File: src/verilog/sbg_pkg.sv
/*
  Package for the serial break generator: field layouts, bit-time counts,
  register map and the packed state of the block.
  Assumes a single 10 MHz core clock and synchronous active-high reset.
*/
package sbg_pkg;
  localparam int          SBG_DATA_W      = 32;
  localparam int          SBG_ADDR_W      = 4;
  // Register byte offsets
  localparam logic [3:0]  SBG_OFF_CTRL    = 4'h0;
  localparam logic [3:0]  SBG_OFF_BAUD    = 4'h4;
  localparam logic [3:0]  SBG_OFF_STAT    = 4'h8;
  // Control fields
  localparam int          SBG_CTRL_BRK    = 0;
  localparam int          SBG_CTRL_TXON   = 1;
  localparam int          SBG_CTRL_WLEN   = 2;
  localparam int          SBG_CTRL_LIN    = 3;
  // Status fields
  localparam int          SBG_STAT_BUSY   = 0;
  localparam int          SBG_STAT_BRK    = 1;
  localparam int          SBG_STAT_IDLE   = 2;
  localparam int          SBG_STAT_IDLEQ  = 3;
  localparam int          SBG_STAT_LINM   = 4;
  // Bit-time lengths
  localparam logic [3:0]  SBG_BITS_BRK8   = 4'ha;
  localparam logic [3:0]  SBG_BITS_BRK9   = 4'hb;
  localparam logic [3:0]  SBG_BITS_BRKLIN = 4'hd;
  localparam logic [3:0]  SBG_BITS_IDLE   = 4'ha;
  localparam int          SBG_BAUD_W      = 16;
  localparam logic [15:0] SBG_BAUD_RST    = 16'h0004;

  typedef enum logic [1:0] {
    SBG_ST_IDLE = 2'b00,
    SBG_ST_IDLECH = 2'b01,
    SBG_ST_BREAK = 2'b10
  } sbg_state_t;

  typedef struct packed {
    logic       read;
    logic       write;
    logic [3:0] address;
    logic [31:0] writedata;
  } sbg_bus_req_t;

  typedef struct packed {
    sbg_state_t  st;
    logic        brk_req;
    logic        brk_seen;
    logic        tx_on;
    logic        wlen;
    logic        lin_en;
    logic        idle_q;
    logic [15:0] baud;
    logic [15:0] div;
    logic [3:0]  bits;
    logic        tick;
    logic        txd;
    logic        wait_n;
    logic [31:0] rdata;
  } sbg_state_r_t;
endpackage
File: src/verilog/sbg_break_gen.sv
/*
  Break and idle-line generator for an asynchronous transmitter with a
  LIN master mode, reached over Avalon-MM with waitrequest.
  Assumes one core clock; the baud tick is derived locally from the baud register.
*/
//
// Contract
// Setting then clearing the break request sends exactly one break.
// Normal mode break is 10 bits for word length 0, 11 for 1.
// While the break request stays set, breaks follow back to back.
// LIN master when LIN enable is 1 and word length is 0.
// LIN master break lasts exactly 13 bit times.
// Clearing then setting tx_on queues an idle before a later break.
// An idle ahead of a break occupies 10 bit times.
// Periods counted in whole baud ticks, starting on a bit boundary.
`timescale 1ns/1ps
module sbg_break_gen
  import sbg_pkg::*;
(
  input  wire logic                  core_clk,
  input  wire logic                  rst,
  input  wire logic [SBG_ADDR_W-1:0] avs_address,
  input  wire logic                  avs_read,
  input  wire logic                  avs_write,
  input  wire logic [SBG_DATA_W-1:0] avs_writedata,
  output logic      [SBG_DATA_W-1:0] avs_readdata,
  output logic                       avs_waitrequest,
  output logic                       tx_pin
);
  sbg_state_r_t s_r, s_nxt;
  logic         lin_master;
  logic [3:0]   brk_len;

  assign lin_master = s_r.lin_en & ~s_r.wlen;
  assign brk_len    = lin_master ? SBG_BITS_BRKLIN :
                      (s_r.wlen ? SBG_BITS_BRK9 : SBG_BITS_BRK8);

  always_comb begin
    s_nxt      = s_r;
    s_nxt.tick = 1'b0;
    // Baud tick divider, free running so bits align to it
    if (s_r.div == '0) begin
      s_nxt.div  = s_r.baud;
      s_nxt.tick = 1'b1;
    end else begin
      s_nxt.div = s_r.div - 16'h0001;
    end
    // Bus slave: one wait cycle per access
    s_nxt.wait_n = 1'b0;
    s_nxt.rdata  = '0;
    if ((avs_read | avs_write) & ~s_r.wait_n) begin
      s_nxt.wait_n = 1'b1;
      if (avs_read) begin
        unique case (avs_address)
          SBG_OFF_CTRL: begin
            s_nxt.rdata[SBG_CTRL_BRK]  = s_r.brk_req;
            s_nxt.rdata[SBG_CTRL_TXON] = s_r.tx_on;
            s_nxt.rdata[SBG_CTRL_WLEN] = s_r.wlen;
            s_nxt.rdata[SBG_CTRL_LIN]  = s_r.lin_en;
          end
          SBG_OFF_BAUD: s_nxt.rdata[SBG_BAUD_W-1:0] = s_r.baud;
          SBG_OFF_STAT: begin
            s_nxt.rdata[SBG_STAT_BUSY]  = s_r.st != SBG_ST_IDLE;
            s_nxt.rdata[SBG_STAT_BRK]   = s_r.st == SBG_ST_BREAK;
            s_nxt.rdata[SBG_STAT_IDLE]  = s_r.st == SBG_ST_IDLECH;
            s_nxt.rdata[SBG_STAT_IDLEQ] = s_r.idle_q;
            s_nxt.rdata[SBG_STAT_LINM]  = lin_master;
          end
          default: s_nxt.rdata = '0;
        endcase
      end else begin
        unique case (avs_address)
          SBG_OFF_CTRL: begin
            s_nxt.brk_req = avs_writedata[SBG_CTRL_BRK];
            s_nxt.tx_on   = avs_writedata[SBG_CTRL_TXON];
            s_nxt.wlen    = avs_writedata[SBG_CTRL_WLEN];
            s_nxt.lin_en  = avs_writedata[SBG_CTRL_LIN];
            if (avs_writedata[SBG_CTRL_BRK])
              s_nxt.brk_seen = 1'b1;
            if (avs_writedata[SBG_CTRL_TXON] & ~s_r.tx_on)
              s_nxt.idle_q = 1'b1;
          end
          SBG_OFF_BAUD: s_nxt.baud = avs_writedata[SBG_BAUD_W-1:0];
          default: ;
        endcase
      end
    end
    // Line sequencer, advances only on baud ticks
    if (s_r.tick) begin
      unique case (s_r.st)
        SBG_ST_IDLE: begin
          s_nxt.txd = 1'b1;
          if (s_r.tx_on & s_r.idle_q) begin
            s_nxt.st     = SBG_ST_IDLECH;
            s_nxt.bits   = SBG_BITS_IDLE - 4'h1;
            s_nxt.idle_q = 1'b0;
          end else if (s_r.tx_on & (s_r.brk_req | s_r.brk_seen)) begin
            s_nxt.st       = SBG_ST_BREAK;
            s_nxt.bits     = brk_len - 4'h1;
            s_nxt.txd      = 1'b0;
            s_nxt.brk_seen = 1'b0;
          end
        end
        SBG_ST_IDLECH: begin
          s_nxt.txd = 1'b1;
          // A pending break follows the idle with no extra bit time
          if (s_r.bits != '0) begin
            s_nxt.bits = s_r.bits - 4'h1;
          end else if (s_r.tx_on & (s_r.brk_req | s_r.brk_seen)) begin
            s_nxt.st       = SBG_ST_BREAK;
            s_nxt.bits     = brk_len - 4'h1;
            s_nxt.txd      = 1'b0;
            s_nxt.brk_seen = 1'b0;
          end else begin
            s_nxt.st = SBG_ST_IDLE;
          end
        end
        SBG_ST_BREAK: begin
          if (s_r.bits != '0) begin
            s_nxt.bits = s_r.bits - 4'h1;
            s_nxt.txd  = 1'b0;
          end else if (s_r.tx_on & s_r.brk_req) begin
            s_nxt.bits     = brk_len - 4'h1;
            s_nxt.txd      = 1'b0;
            s_nxt.brk_seen = 1'b0;
          end else begin
            s_nxt.st  = SBG_ST_IDLE;
            s_nxt.txd = 1'b1;
          end
        end
        default: s_nxt.st = SBG_ST_IDLE;
      endcase
    end
    // Set pulse seen in the same cycle as an end still counts
    if (avs_write & ~s_r.wait_n & (avs_address == SBG_OFF_CTRL) & avs_writedata[SBG_CTRL_BRK])
      s_nxt.brk_seen = 1'b1;
    if (avs_write & ~s_r.wait_n & (avs_address == SBG_OFF_CTRL)
        & avs_writedata[SBG_CTRL_TXON] & ~s_r.tx_on)
      s_nxt.idle_q = 1'b1;
  end

  always_ff @(posedge core_clk) begin
    if (rst) begin
      s_r          <= '0;
      s_r.st       <= SBG_ST_IDLE;
      s_r.baud     <= SBG_BAUD_RST;
      s_r.txd      <= 1'b1;
    end else begin
      s_r <= s_nxt;
    end
  end

  assign avs_readdata    = s_r.rdata;
  assign avs_waitrequest = ~s_r.wait_n;
  assign tx_pin          = s_r.txd;

  // Assertions
  logic [4:0] low_cnt_r;
  always_ff @(posedge core_clk) begin
    if (rst)
      low_cnt_r <= '0;
    else if (s_r.tick)
      low_cnt_r <= (s_r.txd | ((s_r.st == SBG_ST_BREAK) & (s_r.bits == '0))) ? 5'h00 : low_cnt_r + 5'h01;
  end
endmodule

File: config.mk
export PLATFORM = sky130hd
export DESIGN_NAME = sbg_break_gen
export DESIGN_NICKNAME = d
export VERILOG_FILES = /design/src/verilog/sbg_pkg.sv /design/src/verilog/sbg_break_gen.sv
export SDC_FILE = /design/constraint.sdc
export NUM_CORES = 1
export LEC_CHECK = 0
export ABC_AREA = 0
export ABC_CLOCK_PERIOD_IN_PS = 1750
export BUFFER_PORTS_ARGS = -buffer_cell sky130_fd_sc_hd__buf_4
export CORE_UTILIZATION = 48
export CTS_CLUSTER_SIZE = 20
export DETAILED_ROUTE_END_ITERATION = 12
export PLACE_DENSITY = 0.75
export SLEW_MARGIN = 5
export SYNTH_ARGS = -nofsm -noshare
export SYNTH_HDL_FRONTEND = slang
export SYNTH_SLANG_ARGS = --single-unit
File: constraint.sdc
create_clock -name core_clk -period 1.75 [get_ports core_clk]
set_input_delay 0 -clock core_clk [delete_from_list [all_inputs] [get_ports core_clk]]
set_output_delay 0 -clock core_clk [all_outputs]
set_load 0.01 [all_outputs]
=== Yosys cells after proc, flatten, opt, wreduce, memory -nomap -nowiden ===
Index checks and enable logic that the tools add are counted.

* Add/sub/neg operators: 3
* Eq/ne operators: 9
* Muxes and demuxes: 46
* Bitwise operators: 19
* Reductions and logical operators: 14

{| class="wikitable"
|+ Operators by type and width
! cell !! number
|-
| $mux W16 || 3
|-
| $mux W21 || 2
|-
| $mux W33 || 1
|-
| $pmux W4 S3 || 2
|-
| $mux W1 || 20
|-
| $mux W4 || 5
|-
| $logic_not A16 Y1 || 1
|-
| $sub A16 B1 Y16 const B || 1
|-
| $mux W2 || 6
|-
| $and A1 B1 Y1 || 11
|-
| $mux W11 || 1
|-
| $reduce_and A3 Y1 || 3
|-
| $sub A4 B1 Y4 const B || 2
|-
| $ne A2 B2 Y1 const B || 3
|-
| $not A1 Y1 || 6
|-
| $pmux W1 S3 || 2
|-
| $pmux W2 S3 || 1
|-
| $mux W5 || 1
|-
| $reduce_and A5 Y1 || 1
|-
| $eq A4 B3 Y1 const B || 1
|-
| $eq A4 B4 Y1 const B || 1
|-
| $logic_not A4 Y1 || 1
|-
| $reduce_bool A4 Y1 || 1
|-
| $reduce_or A4 Y1 || 1
|-
| 13 further kinds || 14
|}

* Bits in registers: 79
* Output and inout bits: 34

=== Depth between registers and ports, before layout ===
* Word-level depth: 11
* Depth in mapped cells: 7

=== Worst setup path after synthesis ===
No wires, ideal clock.

* Kind: flip-flop to flip-flop
* Start point: reg s_r[32] (netlist bit)
* End point: reg s_r[57] (netlist bit)
* Arrival: 1.721 ns
* Required time: 1.623 ns
* Setup slack: -0.098 ns
* Stages on the path, launching flop included: 7
* Path buffers: 2
* Period minus slack after synthesis: 1.848 ns
* Cells stage by stage: dfxtp_1 -> or4b_4 -> or3b_1 -> buf_6 -> buf_6 -> mux2i_1 -> nand2_1

* Word-level cells in the longest chain between the ends: 3

{| class="wikitable"
|+ Ends and longest elaborated chain
! item !! line !! source
|-
| start, declared || sbg_break_gen.sv:30 || <nowiki>sbg_state_r_t s_r, s_nxt;</nowiki>
|-
| start signal, assigned || sbg_break_gen.sv:149 || <nowiki>s_r <= s_nxt;</nowiki>
|-
| $not A1 Y1 || sbg_break_gen.sv:51 || <nowiki>if ((avs_read | avs_write) & ~s_r.wait_n) begin</nowiki>
|-
| $and A1 B1 Y1 || sbg_break_gen.sv:51 ||
|-
| $reduce_and A3 Y1 (no line) || - ||
|}

No other way between the ends.
A chain may end at the register's enable or synchronous reset.

=== Worst setup path in the final report ===
* Start point: reg s_r[32] (netlist bit)
* End point: reg s_r[65] (netlist bit)

Same word-level chain as after synthesis.

==> key figures <==
Run status
  • Outcome: finished with violations
  • Failing checks: setup timing

Global route
  • Total gr overflow: 0
  • Initial antenna violation count: 0
  • Vias in the first global route: 2522
  • Total track usage: 20.8%
  • First-pass GRT wire length: around 12000 µm
  • Largest net degree at the start of global routing: 20

STA
  • RSZ-0062 raised after global routing: yes
  • Final setup viols: 1
  • Clock skew: between 7 and 8 ps
  • Fmax: around 570 MHz
  • Worst hold slack: between 50 and 60 ps
  • Final worst setup slack: -2.54 ps
  • Fin. max-slew vios: 0
  • Fin. Hold Viols: 0
  • Min Tclk post-route: 1750 ps
  • Period utilization: 100%

Synthesis
  • Ys flop type: dfxtp_1
  • Syn_area_per_cell: 8.81 µm²
  • Mapped Area: between 0.003 and 0.004 mm²
  • Post-Synthesis Cells: ~360
  • YS warnings: 0
  • Synth unique cells: 55
  • Number of synthesized flops with an enable pin: 0
  • Seq cells post-synth: between 60 and 70
  • Synth async-reset ratio: 0%
  • Post-synthesis sequential area ratio: around two fifths

Clock tree
  • Clk Latency, worst-skew pair: between 300 and 400 ps
  • Clock transition at path regs: about 70 ps
  • Num Clock Sinks: 63
  • Root Buffer: clkbuf_8
  • Clock buffer depth: 2
  • CTS tree: built
  • Total CTS buffers: 9
  • H-tree Lvls: 3

Worst hold path
  • Hold path cells: 4
  • Hold Crit Start: avs_address[2]
  • Hold Path Class: in -> reg
  • Hold EP: avs_readdata[2]$_SDFF_PP0_

Place
  • Pre-CTS setup slack: approximately 17 ps
  • Placement Cell Area: around 0.0035 mm²
  • Post-DP HPWL: roughly 4600 µm
  • Routability cong.: between 0.8 and 0.9
  • Placed Cells: between 400 and 500
  • Port bufs: 41

Worst setup path
  • Max FO, Critical Path: 16
  • Critical path startpoint category: flop
  • R2R cell count: 5
  • Crit Path Class: reg -> reg
  • CP top delay family: simple AND/OR/NAND/NOR gates
  • Reg2Reg Capture Point: s_r[65]$_SDFFE_PP0P_
  • Setup crit end kind: flop
  • CP Buf/Inv Count: 1
  • CP peak stage delay: roughly 480 ps
  • WP data arrival: 1970 ps
  • CP Data Required Time: 1970 ps
  • Cells along the critical path: or4b_4 -> or3b_4 -> buf_12 -> mux2i_2 -> nor2_1
  • R2r setup slk: -3 ps
  • Crit path max-delay cell type: or4b_4
  • R2R Path Start: s_r[32]$_SDFF_PP0_
  • Critical Path Source: s_r[32]$_SDFF_PP0_

Pwr
  • Leakage: around 1.8 nW
  • Cell Pwr Density: 1190 mW/mm²
  • VDD IR-drop max: about 0.00085 V

Floorplan
  • DIE WIDTH: between 80 and 90 µm
  • Die Y: ~83 µm
  • Top Ports: 74
  • Core area: roughly 0.0063 mm²
  • Row cnt: 29
  • Die Area: slightly below 0.007 mm²
  • Initial core utilization: 49.7%

Job
  • Max-cap violation count: 0

Detailed routing
  • DRT iter0 DRCs: between 100 and 150
  • Avg Vias per Cell: 5.22
  • Via count: approximately 2600
  • Detail Route Antenna Nets: 0
  • Remaining DRCs: 0
  • TritonRoute pass-1 iters: 4
  • DRT Wirelength: between 6000 and 7000 µm
  • Routed len/inst: between 10 and 15 µm

Final layout
  • Final Cell Area: 0.00397 mm²
  • Layout cells sized above 1: 23.4%
  • Final non-filler cell total: 505
  • Commonest non-fill, non-tap cell in the layout: buf_4
  • Area Overhead vs Synth: 25.8%
  • Final net count: 471
  • Final core occ: 62.5%
  • Antenna fix cells: 0
  • Most frequent cells in the layout: 69 x buf_4, 62 x dfxtp_1, 47 x nor2_1
-- cell usage after synthesis, drive strengths merged (2+ instances only) --
cell / n / share of area (%)
o21a: 3 / 0.71
inv: 12 / 1.4
a21oi: 17 / 2.7
a31oi: 4 / 0.79
xnor2: 3 / 0.83
a211oi: 9 / 2.1
nor3: 6 / 0.95
a22oi: 2 / 0.48
o31ai: 4 / 0.95
nand2b: 2 / 0.40
xor2: 7 / 1.9
a311oi: 2 / 0.56
a21boi: 2 / 0.48
nor4: 4 / 1.2
o211ai: 2 / 0.48
ha: 8 / 3.2
or4: 2 / 0.48
dfxtp: 63 / 40
buf: 34 / 8.3
and2: 11 / 2.2
o2111ai: 2 / 0.56
nor2b: 6 / 1.2
mux2i: 24 / 7.6
nor2: 47 / 5.6
or3b: 2 / 0.56
nand2: 16 / 1.9
clkbuf: 16 / 1.9
o21ai: 14 / 2.2
o31a: 2 / 0.56
nand3: 8 / 1.3
nor3b: 2 / 0.63
mux2: 2 / 0.71
nand4: 3 / 0.59
-- worst register-to-register path, stage by stage, from the launching register on --
cell,delay [ps]
dfxtp_2,320
or4b_4,480
or3b_4,400
buf_12,170
mux2i_2,190
nor2_1,60
-- timing repair --
item / in CTS / in global routing
buffers inserted: 0 / 0
gates cloned: 0 / 0
gates resized for setup: 1 / 6
hold buffers: 19 / 0
endpoints found under the setup margin: 1 / 17
pin swaps: 0 / 1
endpoints found under the hold margin: 26 / 0
-- layout make-up --
class,count,area [µm²]
Timing Repair Buffer,89,728
Inverter,13,48.8
Sequential cell,63,1260
Multi-Input combinational cell,247,1610
Tap cell,77,96.3
Fill cell,516,2380
Clock inverter,7,96.3
Clock buffer,9,124
-- worst max path at each step --
| stage | cells after the start | slack [ps] | end |
|---|---|---|---|
| 2_1_floorplan | 6 | -20 | s_r[57]$_SDFFE_PP1P_ |
| 3_3_place_gp | 5 | 60 | s_r[57]$_SDFFE_PP1P_ |
| 3_5_place_dp | 5 | 20 | s_r[67]$_SDFFE_PP0P_ |
| 4_1_cts | 5 | -6 | s_r[58]$_SDFFE_PP0P_ |
| 5_1_grt | 5 | -50 | s_r[65]$_SDFFE_PP0P_ |
| 6_report | 5 | -3 | s_r[65]$_SDFFE_PP0P_ |
-- state kept, by name, summed over array words and instances, names as in the netlist --
name,cells
tx_pin,1
s_r,46
avs_readdata,16
-- report_power, final --
group | internal, W | switching [W]
Clock | 0.000806 | 0.000593
Sequential | 0.00162 | 0.000174
Combinational | 0.000750 | 0.000759
-- per-layer routing --
| metal | up-vias | share of wire [%] | track usage, % | wire length, µm |
|---|---|---|---|---|
| met5 | - | 0 | 0 | 0 |
| met4 | 0 | 0.97 | 6.58 | 68 |
| met3 | 6 | 2.8 | 5.17 | 198 |
| met2 | 40 | 51 | 36.4 | 3600 |
| met1 | 1257 | 45 | 24.8 | 3130 |
| li1 | 1331 | - | - | - |
-- stage by stage --
step | total power (W) | setup TNS (ps)
global placement | 0.00321 | 0
detailed placement | 0.00325 | 0
global route | 0.00499 | -293
finish | 0.00471 | -2.54
floorplan | 0.00279 | -78.3
CTS | 0.00471 | -6.34
-- logic make-up after synthesis --
family                     share of synthesized area, %
and+or+nand+nor                                    18.4
muxes                                              8.33
adders and majority gates                          3.17
xor gates and xnor gates                           2.78
buffers and inverters                              11.8
AOI/OAI and AO/OA                                  15.5
other                                             0.119
DFF                                                40.0
(Power assumes the default switching activity.)
